--- src/shared/sdcl_cfg.svh ---
// offsets, field positions, reset values and counts of the divider config loader
// assumes inclusion by bare name from the design files
`ifndef SDCL_CFG_SVH
`define SDCL_CFG_SVH
// register byte offsets on the axi4-lite slave
`define SDCL_OFS_CTRL 8'h00
`define SDCL_OFS_STATUS 8'h04
`define SDCL_OFS_SHIFT 8'h08
// control register: run enable in bit 0
`define SDCL_CTRL_RUN_BIT 0
`define SDCL_CTRL_RUN_RESET 1'h1
// strap capture done flag at reset, clear so the capture runs once
`define SDCL_CFG_RESET 1'h0
// feedback values that lock with a 25 MHz reference
`define SDCL_FB_MIN 16'h000A
`define SDCL_FB_MAX 16'h001C
// axi responses
`define SDCL_RESP_OKAY 2'h0
`define SDCL_RESP_SLVERR 2'h2
// synchroniser fill cycles before the strap pins are trusted
`define SDCL_SYNC_FILL 2'h3
// log2 of the output divide ratio, one nibble per output divider code
`define SDCL_OUT_RATIO_LOG2 16'h3210
`endif

--- src/shared/sdcl_pkg.sv ---
// types shared by the divider config loader
// assumes nothing of its surroundings
package sdcl_pkg;
  // loader operating mode, reported in status
  typedef enum logic [1:0] {
    SDCL_MODE_PAR,
    SDCL_MODE_SHIFT,
    SDCL_MODE_PASS
  } sdcl_mode_t;
  // test pin source selection
  typedef enum logic [1:0] {
    SDCL_TST_LOW,
    SDCL_TST_SDATA,
    SDCL_TST_FB,
    SDCL_TST_FOUT
  } sdcl_test_t;
endpackage

--- src/rtl/sdcl_top.sv ---
// divider configuration loader of a pll synthesizer, digital part only
// assumes pins are asynchronous, clk_sys stands in for the oscillator
`timescale 1ns/1ns
`include "sdcl_cfg.svh"

module sdcl_top #(
  parameter int FB_W = 9,
  parameter logic [15:0] OUT_RATIO_LOG2 = `SDCL_OUT_RATIO_LOG2
) (
  input wire logic clk_sys,
  input wire logic reset_n,
  input wire logic clk_en,
  input wire logic [FB_W-1:0] fb_div_bits,
  input wire logic [1:0] out_div_bits,
  input wire logic par_load_strobe_n,
  input wire logic ser_clock,
  input wire logic ser_data,
  input wire logic ser_load,
  input wire logic divider_reset,
  input wire logic ref_source_select,
  input wire logic pll_bypass_select,
  input wire logic xtal_clk,
  input wire logic ref_clk,
  input wire logic [7:0] s_axi_awaddr,
  input wire logic s_axi_awvalid,
  output logic s_axi_awready,
  input wire logic [31:0] s_axi_wdata,
  input wire logic [3:0] s_axi_wstrb,
  input wire logic s_axi_wvalid,
  output logic s_axi_wready,
  output logic [1:0] s_axi_bresp,
  output logic s_axi_bvalid,
  input wire logic s_axi_bready,
  input wire logic [7:0] s_axi_araddr,
  input wire logic s_axi_arvalid,
  output logic s_axi_arready,
  output logic [31:0] s_axi_rdata,
  output logic [1:0] s_axi_rresp,
  output logic s_axi_rvalid,
  input wire logic s_axi_rready,
  output logic synth_out,
  output logic synth_out_n,
  output logic test_out,
  output logic fb_div_out
);

  // ==========================================================
  // sizes and pin vector layout
  localparam int CW = FB_W + 4;
  localparam int PW = FB_W + 11;
  localparam int P_OUT = FB_W;
  localparam int P_PAR = FB_W + 2;
  localparam int P_SCLK = FB_W + 3;
  localparam int P_SDAT = FB_W + 4;
  localparam int P_SLD = FB_W + 5;
  localparam int P_MR = FB_W + 6;
  localparam int P_RSEL = FB_W + 7;
  localparam int P_BYP = FB_W + 8;
  localparam int P_XTAL = FB_W + 9;
  localparam int P_REF = FB_W + 10;
  localparam logic [7:0] OFS_CTRL = `SDCL_OFS_CTRL;
  localparam logic [7:0] OFS_STATUS = `SDCL_OFS_STATUS;
  localparam logic [7:0] OFS_SHIFT = `SDCL_OFS_SHIFT;
  localparam logic [FB_W-1:0] FB_ONE = {{(FB_W-1){1'b0}}, 1'b1};
  localparam logic [15:0] FB_MIN = `SDCL_FB_MIN;
  localparam logic [15:0] FB_MAX = `SDCL_FB_MAX;

  // the status word packs the config into 16 bits and must hold 28
  if (FB_W < 5 || FB_W > 11) begin : g_chk
    $error("fb divider width must be 5 to 11");
  end

  // ==========================================================
  // pin synchronisers
  logic [PW-1:0] s1_reg;
  logic [PW-1:0] s2_reg;
  logic [PW-1:0] s3_reg;
  logic [PW-1:0] pin_f_reg;
  logic [PW-1:0] pin_p_reg;
  wire [PW-1:0] pin_raw = {ref_clk, xtal_clk, pll_bypass_select, ref_source_select,
    divider_reset, ser_load, ser_data, ser_clock, par_load_strobe_n, out_div_bits,
    fb_div_bits};
  // a bit is accepted only when stages two and three agree, filtering glitches
  wire [PW-1:0] agree = ~(s2_reg ^ s3_reg);
  wire [PW-1:0] pin_f_next = (pin_f_reg & ~agree) | (s3_reg & agree);

  // three-stage capture, filtered level and its previous value
  always_ff @(posedge clk_sys or negedge reset_n) begin
    if (!reset_n) begin
      s1_reg <= '0;
      s2_reg <= '0;
      s3_reg <= '0;
      pin_f_reg <= '0;
      pin_p_reg <= '0;
    end else if (clk_en) begin
      s1_reg <= pin_raw;
      s2_reg <= s1_reg;
      s3_reg <= s2_reg;
      pin_f_reg <= pin_f_next;
      pin_p_reg <= pin_f_reg;
    end
  end

  // filtered levels and edges
  wire [PW-1:0] pin_rise = pin_f_reg & ~pin_p_reg;
  wire [PW-1:0] pin_fall = ~pin_f_reg & pin_p_reg;
  wire par_f = pin_f_reg[P_PAR];
  wire sdat_f = pin_f_reg[P_SDAT];
  wire sld_f = pin_f_reg[P_SLD];
  wire mr_f = pin_f_reg[P_MR];
  wire byp_f = pin_f_reg[P_BYP];
  wire sclk_rise = pin_rise[P_SCLK];
  wire sld_rise = pin_rise[P_SLD];
  wire sld_fall = pin_fall[P_SLD];

  // ==========================================================
  // configuration loading
  logic [FB_W-1:0] fb_reg;
  logic [1:0] out_reg;
  logic [1:0] test_reg;
  logic [CW-1:0] shift_reg;
  logic [1:0] strap_cnt_reg;
  logic strap_done_reg;
  sdcl_pkg::sdcl_mode_t mode_reg;
  sdcl_pkg::sdcl_mode_t mode_next;

  wire [CW-1:0] shift_next = (par_f && sclk_rise) ? {shift_reg[CW-2:0], sdat_f} : shift_reg;
  wire ser_xfer = par_f && (sld_rise || (sld_f && sclk_rise));
  // one capture once the synchronisers have filled
  wire strap_load = !strap_done_reg && (strap_cnt_reg == `SDCL_SYNC_FILL);
  // parallel pass while strobe is low
  wire par_load = !par_f || strap_load;
  // the filter takes the tied pins on the capture edge itself, so capture reads its input
  wire [PW-1:0] par_src = strap_load ? pin_f_next : pin_f_reg;

  always_comb begin
    if (!par_f) begin
      mode_next = sdcl_pkg::SDCL_MODE_PAR;
    end else if (sld_f) begin
      mode_next = sdcl_pkg::SDCL_MODE_PASS;
    end else begin
      mode_next = sdcl_pkg::SDCL_MODE_SHIFT;
    end
  end

  // parallel load wins over serial events; divider reset never touches these
  always_ff @(posedge clk_sys or negedge reset_n) begin
    if (!reset_n) begin
      fb_reg <= '0;
      out_reg <= '0;
      test_reg <= '0;
      shift_reg <= '0;
      strap_cnt_reg <= '0;
      strap_done_reg <= `SDCL_CFG_RESET;
      mode_reg <= sdcl_pkg::SDCL_MODE_PAR;
    end else if (clk_en) begin
      shift_reg <= shift_next;
      mode_reg <= mode_next;
      if (strap_cnt_reg != `SDCL_SYNC_FILL) begin
        strap_cnt_reg <= strap_cnt_reg + 2'h1;
      end
      if (strap_load) begin
        strap_done_reg <= 1'b1;
      end
      // values hold when no load event occurs
      if (par_load) begin
        fb_reg <= par_src[FB_W-1:0];
        out_reg <= par_src[P_OUT+1:P_OUT];
      end else if (ser_xfer) begin
        // test bits only arrive this way
        {test_reg, out_reg, fb_reg} <= shift_next;
      end
    end
  end

  // ==========================================================
  // divider chain
  logic ctrl_run_reg;
  logic [FB_W-1:0] fb_cnt_reg;
  logic [15:0] out_cnt_reg;
  // divider reset and the software run bit both stop the chain
  wire run_w = ctrl_run_reg && !mr_f;
  // crystal when high, external clock when low
  wire ref_tick = pin_f_reg[P_RSEL] ? pin_rise[P_XTAL] : pin_rise[P_REF];
  // high runs the pll, low feeds the reference around the oscillator
  wire vco_tick = byp_f ? 1'b1 : ref_tick;
  wire [FB_W-1:0] m_eff = (fb_reg == '0) ? FB_ONE : fb_reg;
  wire [FB_W-1:0] m_last = m_eff - FB_ONE;
  wire fb_wrap = fb_cnt_reg >= m_last;
  wire [FB_W-1:0] fb_cnt_next = fb_wrap ? '0 : fb_cnt_reg + FB_ONE;
  // ratio chosen per output divider code
  wire [3:0] ratio_log = OUT_RATIO_LOG2[{out_reg, 2'b00} +: 4];
  wire [15:0] ratio_last = (16'h0001 << ratio_log) - 16'h0001;
  wire out_wrap = out_cnt_reg >= ratio_last;
  wire fb_in_range = ({{(16-FB_W){1'b0}}, fb_reg} >= FB_MIN) &&
    ({{(16-FB_W){1'b0}}, fb_reg} <= FB_MAX);

  // feedback divider counts oscillator cycles modulo the loaded value
  always_ff @(posedge clk_sys or negedge reset_n) begin
    if (!reset_n) begin
      fb_cnt_reg <= '0;
      fb_div_out <= 1'b0;
    end else if (clk_en) begin
      if (!run_w) begin
        fb_cnt_reg <= '0;
        fb_div_out <= 1'b0;
      end else if (byp_f) begin
        fb_cnt_reg <= fb_cnt_next;
        fb_div_out <= fb_cnt_next < (m_eff >> 1);
      end
    end
  end

  // toggling each ratio ticks keeps the duty at half for all ratios
  always_ff @(posedge clk_sys or negedge reset_n) begin
    if (!reset_n) begin
      out_cnt_reg <= '0;
      synth_out <= 1'b0;
      synth_out_n <= 1'b1;
    end else if (clk_en) begin
      if (!run_w) begin
        out_cnt_reg <= '0;
        synth_out <= 1'b0;
        synth_out_n <= 1'b1;
      end else if (vco_tick) begin
        out_cnt_reg <= out_wrap ? 16'h0000 : out_cnt_reg + 16'h0001;
        if (out_wrap) begin
          synth_out <= !synth_out;
          synth_out_n <= synth_out;
        end
      end
    end
  end

  logic test_next;
  always_comb begin
    case (sdcl_pkg::sdcl_test_t'(test_reg))
      sdcl_pkg::SDCL_TST_LOW: test_next = 1'b0;
      sdcl_pkg::SDCL_TST_SDATA: test_next = sdat_f;
      sdcl_pkg::SDCL_TST_FB: test_next = fb_div_out;
      sdcl_pkg::SDCL_TST_FOUT: test_next = synth_out;
      default: test_next = 1'b0;
    endcase
  end

  // parallel mode forces the test pin low
  always_ff @(posedge clk_sys or negedge reset_n) begin
    if (!reset_n) begin
      test_out <= 1'b0;
    end else if (clk_en) begin
      test_out <= par_f ? test_next : 1'b0;
    end
  end

  // ==========================================================
  // axi4-lite slave
  logic [7:0] awaddr_reg;
  logic [31:0] wdata_reg;
  logic [3:0] wstrb_reg;
  // address and data are held until the response is taken, one write at a time
  wire wr_go = !s_axi_awready && !s_axi_wready && !s_axi_bvalid;
  wire wr_ctrl = awaddr_reg[7:2] == OFS_CTRL[7:2];
  wire [15:0] cfg_w = {{(16-CW){1'b0}}, test_reg, out_reg, fb_reg};
  wire [31:0] status_w = {12'h000, byp_f, fb_in_range, mode_reg, cfg_w};
  wire [31:0] shift_w = {16'h0000, {(16-CW){1'b0}}, shift_reg};
  wire rd_ctrl = s_axi_araddr[7:2] == OFS_CTRL[7:2];
  wire rd_stat = s_axi_araddr[7:2] == OFS_STATUS[7:2];
  wire rd_shift = s_axi_araddr[7:2] == OFS_SHIFT[7:2];
  wire rd_hit = rd_ctrl || rd_stat || rd_shift;
  wire [31:0] rd_word = rd_ctrl ? {31'h0000_0000, ctrl_run_reg} :
    rd_stat ? status_w : rd_shift ? shift_w : 32'h0000_0000;

  // write channels: each ready drops on its own handshake
  always_ff @(posedge clk_sys or negedge reset_n) begin
    if (!reset_n) begin
      s_axi_awready <= 1'b1;
      s_axi_wready <= 1'b1;
      s_axi_bvalid <= 1'b0;
      s_axi_bresp <= `SDCL_RESP_OKAY;
      awaddr_reg <= '0;
      wdata_reg <= '0;
      wstrb_reg <= '0;
      ctrl_run_reg <= `SDCL_CTRL_RUN_RESET;
    end else if (clk_en) begin
      if (s_axi_awvalid && s_axi_awready) begin
        awaddr_reg <= s_axi_awaddr;
        s_axi_awready <= 1'b0;
      end
      if (s_axi_wvalid && s_axi_wready) begin
        wdata_reg <= s_axi_wdata;
        wstrb_reg <= s_axi_wstrb;
        s_axi_wready <= 1'b0;
      end
      if (wr_go) begin
        s_axi_bvalid <= 1'b1;
        s_axi_bresp <= wr_ctrl ? `SDCL_RESP_OKAY : `SDCL_RESP_SLVERR;
        if (wr_ctrl && wstrb_reg[0]) begin
          ctrl_run_reg <= wdata_reg[`SDCL_CTRL_RUN_BIT];
        end
      end
      if (s_axi_bvalid && s_axi_bready) begin
        s_axi_bvalid <= 1'b0;
        s_axi_awready <= 1'b1;
        s_axi_wready <= 1'b1;
      end
    end
  end

  // read channel: data one cycle after the address is taken
  always_ff @(posedge clk_sys or negedge reset_n) begin
    if (!reset_n) begin
      s_axi_arready <= 1'b1;
      s_axi_rvalid <= 1'b0;
      s_axi_rdata <= '0;
      s_axi_rresp <= `SDCL_RESP_OKAY;
    end else if (clk_en) begin
      if (s_axi_arvalid && s_axi_arready) begin
        s_axi_arready <= 1'b0;
        s_axi_rvalid <= 1'b1;
        s_axi_rdata <= rd_word;
        s_axi_rresp <= rd_hit ? `SDCL_RESP_OKAY : `SDCL_RESP_SLVERR;
      end else if (s_axi_rvalid && s_axi_rready) begin
        s_axi_rvalid <= 1'b0;
        s_axi_arready <= 1'b1;
      end
    end
  end
endmodule

--- config.mk ---
export PLATFORM = sky130hd
export DESIGN_NAME = sdcl_top
export DESIGN_NICKNAME = d
export VERILOG_FILES = /design/src/shared/sdcl_pkg.sv /design/src/rtl/sdcl_top.sv
export VERILOG_INCLUDE_DIRS = /design/src /design/src/shared
export SDC_FILE = /design/constraint.sdc
export NUM_CORES = 1
export LEC_CHECK = 0
export ABC_CLOCK_PERIOD_IN_PS = 5300
export BUFFER_PORTS_ARGS = -buffer_cell sky130_fd_sc_hd__buf_2
export CAP_MARGIN = 20
export CORE_MARGIN = 5
export CORE_UTILIZATION = 57
export DETAILED_ROUTE_END_ITERATION = 8
export PLACE_DENSITY = 0.79
export RECOVER_POWER = 25
export REMOVE_ABC_BUFFERS = 1
export SYNTH_ARGS = -nofsm -noshare
export SYNTH_HDL_FRONTEND = slang
export SYNTH_SLANG_ARGS = --single-unit
--- constraint.sdc ---
create_clock -name clk_sys -period 5.3 [get_ports clk_sys]
set_input_delay 0.795 -clock clk_sys [delete_from_list [all_inputs] [get_ports clk_sys]]
set_output_delay 0.795 -clock clk_sys [all_outputs]
set_load 0.02 [all_outputs]
# Word-level counts from Yosys, hierarchy flattened
# Index checks and enable logic that the tools add are counted.
[totals]
output_inout_bits = 45
inputBits = 80
ff_bits = 212
wordCells = 153
[op_classes]
reduce_logical = 50
n_shift = 2
bitwise = 9
n_addsub = 5
magnitude_cmp = 5
eq_ne = 10
muxes = 42
[ops]
columns = ["cell", "count"]
rows = [
  ["$and 20x20->20", 3],
  ["$not 20->20", 3],
  ["$mux 9", 6],
  ["$mux 16", 3],
  ["$mux 20", 2],
  ["$mux 13", 2],
  ["$reduce_and 2->1", 13],
  ["$mux 1", 21],
  ["$or 20x20->20", 1],
  ["$xor 20x20->20", 1],
  ["$add 16x1->16 const B", 1],
  ["$ge 16x16->1", 1],
  ["$shiftx 16x5->4 const A", 1],
  ["$shl 1x4->16 const A", 1],
  ["$sub 16x1->16 const B", 1],
  ["$logic_and 1x1->1", 14],
  ["$logic_not 6->1", 2],
  ["$mux 2", 6],
  ["$mux 11", 1],
  ["$reduce_bool 2->1", 5],
  ["$add 9x1->9 const B", 1],
  ["$ge 9x4->1 const B", 1],
  ["$ge 9x9->1", 1],
  ["$le 9x5->1 const B", 1],
  ["16 further kinds", 31],
]

# Logic depth before layout (Yosys ltp)
[logic_depth]
word_depth = 8
mapped_depth = 22
mapped_depth_nobuf = 20

# Worst setup path before layout
# Ideal clock, no wire load.
[synth_timing]
path_type = "reg-to-reg"
start = "register fb_reg[2]"
end = "register fb_div_out"
arrival_ns = 3.806
path_stages_with_launch = 22
required_ns = 5.160
synth_period_minus_slack_ns = 3.946
setup_ns = 0.140
n_path_buf = 2
setup_slack_ns = 1.354
path_cell_list = "dfrtp_1 > buf_2 > or3_1 > nor2_1 > a21oi_1 > ha_1 > nand4_1 > nor3_1 > xnor2_1 > ha_1 > nand4_1 > nor2_1 > o2bb2ai_1 > or2_1 > clkbuf_1 > nor2_1 > ha_1 > o21a_1 > o21ai_0 > or2_2 > a2111oi_0 > a211oi_1"
[synth_via]
elab_chain_len = 8
[synth_lines]
columns = ["element", "line", "source"]
rows = [
  ["from (decl)", "sdcl_top.sv:118", "logic [FB_W-1:0] fb_reg;"],
  ["from (signal assigned)", "sdcl_top.sv:167", "fb_reg <= par_src[FB_W-1:0];"],
  ["from (signal assigned)", "sdcl_top.sv:171", "{test_reg, out_reg, fb_reg} <= shift_next;"],
  ["$logic_not 9->1", "sdcl_top.sv:187", "wire [FB_W-1:0] m_eff = (fb_reg == '0) ? FB_ONE : fb_reg;"],
  ["$mux 9 *", "sdcl_top.sv:187", ""],
  ["$sub 9x1->9", "sdcl_top.sv:188", "wire [FB_W-1:0] m_last = m_eff - FB_ONE;"],
  ["$ge 9x9->1", "sdcl_top.sv:189", "wire fb_wrap = fb_cnt_reg >= m_last;"],
  ["$mux 9", "sdcl_top.sv:190", "wire [FB_W-1:0] fb_cnt_next = fb_wrap ? '0 : fb_cnt_reg + FB_ONE;"],
  ["$lt 9x8->1 *", "sdcl_top.sv:209", "fb_div_out <= fb_cnt_next < (m_eff >> 1);"],
  ["$mux 1 *", "sdcl_top.sv:207", "end else if (byp_f) begin"],
  ["$mux 1 *", "sdcl_top.sv:204", "if (!run_w) begin"],
  ["to (signal assigned)", "sdcl_top.sv:209", ""],
  ["to (decl)", "sdcl_top.sv:44", "output logic fb_div_out"],
]
# Every way passes the cells marked *; elsewhere a longest branch is shown, timed or not. The select of a mux whose other input is x is not followed.
# A chain may end at the register's enable or synchronous reset.

# Worst setup path in the final report
[layout_timing]
start = "register fb_reg[3]"
end = "register fb_div_out"
# The elaborated chain is that of the path after synthesis.

==> impl_results.md <==
* Clock Sinks at 177
* Slowest CP cell: dfrtp_1
* GR Util All Layers at 0.203
* Max Clock Skew at 0.0141 ns
* FFs w/ async S/R, synth at 1.00
* Worst-path fanout max at 11
* DRC Markers at 0
* Synth Area per Inst at 10.8 um2
* Worst-Margin Slew at 2.43 ns
* WL final at 17700 um
* Cell area after synthesis at 8870 um2
* DRT antenna net count at 0
* Fraction of layout cells with a size suffix above 1 at 0.234
* Outcome: complete, but fails checks
* DP HPWL at 12100 um
* Total number of vias at 6304
* Post-synthesis sequential area ratio at 0.500
* WL per Instance at 15.9 um
* Startpoint type of the worst setup path: flip-flop
* Switching Fraction at 0.334
* Row cnt at 45
* Die footprint at 18200 um2
* Post-synth top flop: dfrtp_1
* Fin crit share at 0.868
* Placed Area at 9350 um2
* Worst path most repeated cell: ha_1
* Hold Path Class: reg -> reg
* Slew Limit Headroom at -0.617
* Final Hold Vio Count at 0
* Cell Chain, Critical Path: or3_1 > nor2_1 > a21oi_1 > ha_1 > nand4_1 > nor3_1 > xnor2_1 > ha_1 > nand2_1 > o21ai_0 > or2_1 > nor2_1 > ha_1 > o21a_1 > o21ai_0 > or2_2 > a2111oi_0 > a211oi_1
* Die height at 135 um
* WP data arrival at 4.89 ns
* Number of global-route vias before repair at 6148
* Worst vdd ir at 0.000308 V
* Dominant cell type by area after synthesis: dfrtp_1
* Final min period at 4.60 ns
* Total congestion overflow at 0
* Setup Fix Bufs, Post-CTS at 0
* Leak pwr at 4.60 nW
* Power share of the clock group at 0.297
* # setup viols final at 0
* Nets at 997
* Core ar. at 15300 um2
* Reg2reg setup slack at 0.70 ns
* Max frequency at 0.217 GHz
* H-Tree Depth at 4
* Crit Path Class: reg -> reg
* Register bit count reported by yosys at 177
* Buffers on Ports at 69
* Via/cell ratio at 5.68
* Root buffer cell: clkbuf_16
* Failing checks: max-capacitance violations, max-slew violations
* Synth cell types at 61
* Synth area leaders: dfrtp_1 48%, mux2_2 11%, ha_1 4.5%
* CP Capture Type: flip-flop
* Routability Congestion at 0.863
* Initial antenna violation count at 0
* ANT cells at 0
* IO Pins at 125
* Power per standard cell area at 422 nW/um2
* Post-synth top cells: 172 x dfrtp_1, 90 x mux2_2, 62 x nand2_1, 62 x nor2_1, 54 x a21oi_1
* Post-CTS Resized at 0
* Max-slew violations at 100
* Largest net degree at the start of global routing at 100
* Clock Pin Slew Worst Setup and Hold Paths at 0.07 ns
* RSZ-0062 raised after global routing: no
* Pint at 2.79 mW
* Yosys warns at 0
* Logic pwr share at 0.263
* Skew-Pair Late Insertion Delay at 0.43 ns
* Post-route design area at 9940 um2
* Sw power at 1.40 mW
* Post-synth top area share at 0.485
* Total CTS buffers at 17
* DRT iter0 DRCs at 392
* Number of flops mapped to enable cells by yosys at 0
* Synth-to-Final Area Change at 12.0%
* Max-Cap Viols at 1
* Cell count after synthesis at 818
* Starting Density at 0.582
* Drt pass-1 iters at 6
* Final TNS setup at 0 ns
* First-pass GRT wire length at 29700 um
* CP peak stage delay at 0.61 ns
* CTS tree: built
* Clock Tree Buf Depth at 2
* Worst EP required at 5.59 ns
* Die X at 135 um
* Hold Buf Count CTS at 0
* Most instantiated library cell after synthesis: dfrtp_1
* Sequential power share at 0.440
-- placed cells by master (no fill, tap or decap), drive strengths merged, types with 2 or more instances in the layout --
master and count:
dfstp 5, nor3b 4, xnor2 12, nand2b 23
a22oi 23, conb 27, o22ai 2, clkbuf 21
and4 2, nand4 5, clkinv 3, nor4 9
a22o 15, o31ai 2, or3 2, and3 8
a221o 11, nand3b 4, a31oi 3, a21oi 55
nor3 7, nand3 17, or2 3, o311ai 2
inv 23, xor2 5, maj3 11, a32o 2
nor2 63, clkinvlp 2, nor2b 8, ha 32
dfrtp 172, a21o 6, o21ai 52, buf 75
mux2 90, mux2i 15, nand2 62
-- layout make-up --
type                       count  area, um2
fill                        1204       5320
sequential                   177       4440
multi-input combinational    596       4180
clock buffer                  19        443
timing repair buffer          77        408
tap                          211        264
clock inverter                13        146
inverter                      16       60.1
-- per-stage QoR --
stage | std cells | worst slack [ns] | util | hold slack [ns] | power (mW)
after detailed placement | 1076 | 0.907 | 0.613 | 0.447 | 2.95
after CTS | 1108 | 0.783 | 0.651 | 0.463 | 4.22
after global placement | 1076 | 0.958 | 0.613 | 0.439 | 2.89
after floorplan | 789 | 1.46 | - | 0.428 | 2.63
after global routing | 1109 | 0.373 | 0.651 | 0.476 | 4.46
final | 1109 | 0.698 | 0.651 | 0.463 | 4.19
-- cell families (layout without fill, tap and decap cells) --
family,Yosys count,in the layout,synth area share
adders and majority gates,43,43,0.0575
AOI/OAI and AO/OA,184,184,0.134
muxes,105,105,0.131
buffers and inverters,70,125,0.0393
and+or+nand+nor,220,220,0.121
xor gates and xnor gates,17,17,0.0168
other,2,27,0.000846
DFF,177,177,0.500
-- worst max-delay path: cells and delay by family (launching register included) --
kind	cells	cell delay, ns
fa+ha+maj	3	0.87
flops	1	0.61
xor+xnor	1	0.10
simple gates	8	1.49
compound gates	6	1.39
-- per-layer routing --
metal,share of wire,GRT usage,wire (um)
met5,0,0,0
met4,0.012,0.0679,210
met3,0.036,0.0369,640
met2,0.50,0.339,8880
met1,0.45,0.269,7960
-- power by group through the flow --
stage	sequential [mW]	combinational, mW	clock (mW)
global placement	1.84	1.04	0
finish	1.84	1.10	1.24
floorplan	1.81	0.817	0
CTS	1.84	1.11	1.27
detailed placement	1.86	1.09	0
global route	1.88	1.26	1.32
-- final timing paths --
| kind | from | to | depth (start not counted) |
|---|---|---|---|
| worst max-delay path | fb_reg[3] | fb_div_out | 18 |
| worst min-delay path | s_axi_rdata[16] | s_axi_rdata[16] | 2 |
| worst max register to register | fb_reg[3] | fb_div_out | 18 |
| worst min register to register | s_axi_rdata[16] | s_axi_rdata[16] | 2 |
| max in group asynchronous | reset_n | s_axi_rdata[0] | 2 |
| min in group asynchronous | reset_n | s2_reg[6] | 1 |
(Power assumes the default switching activity.)
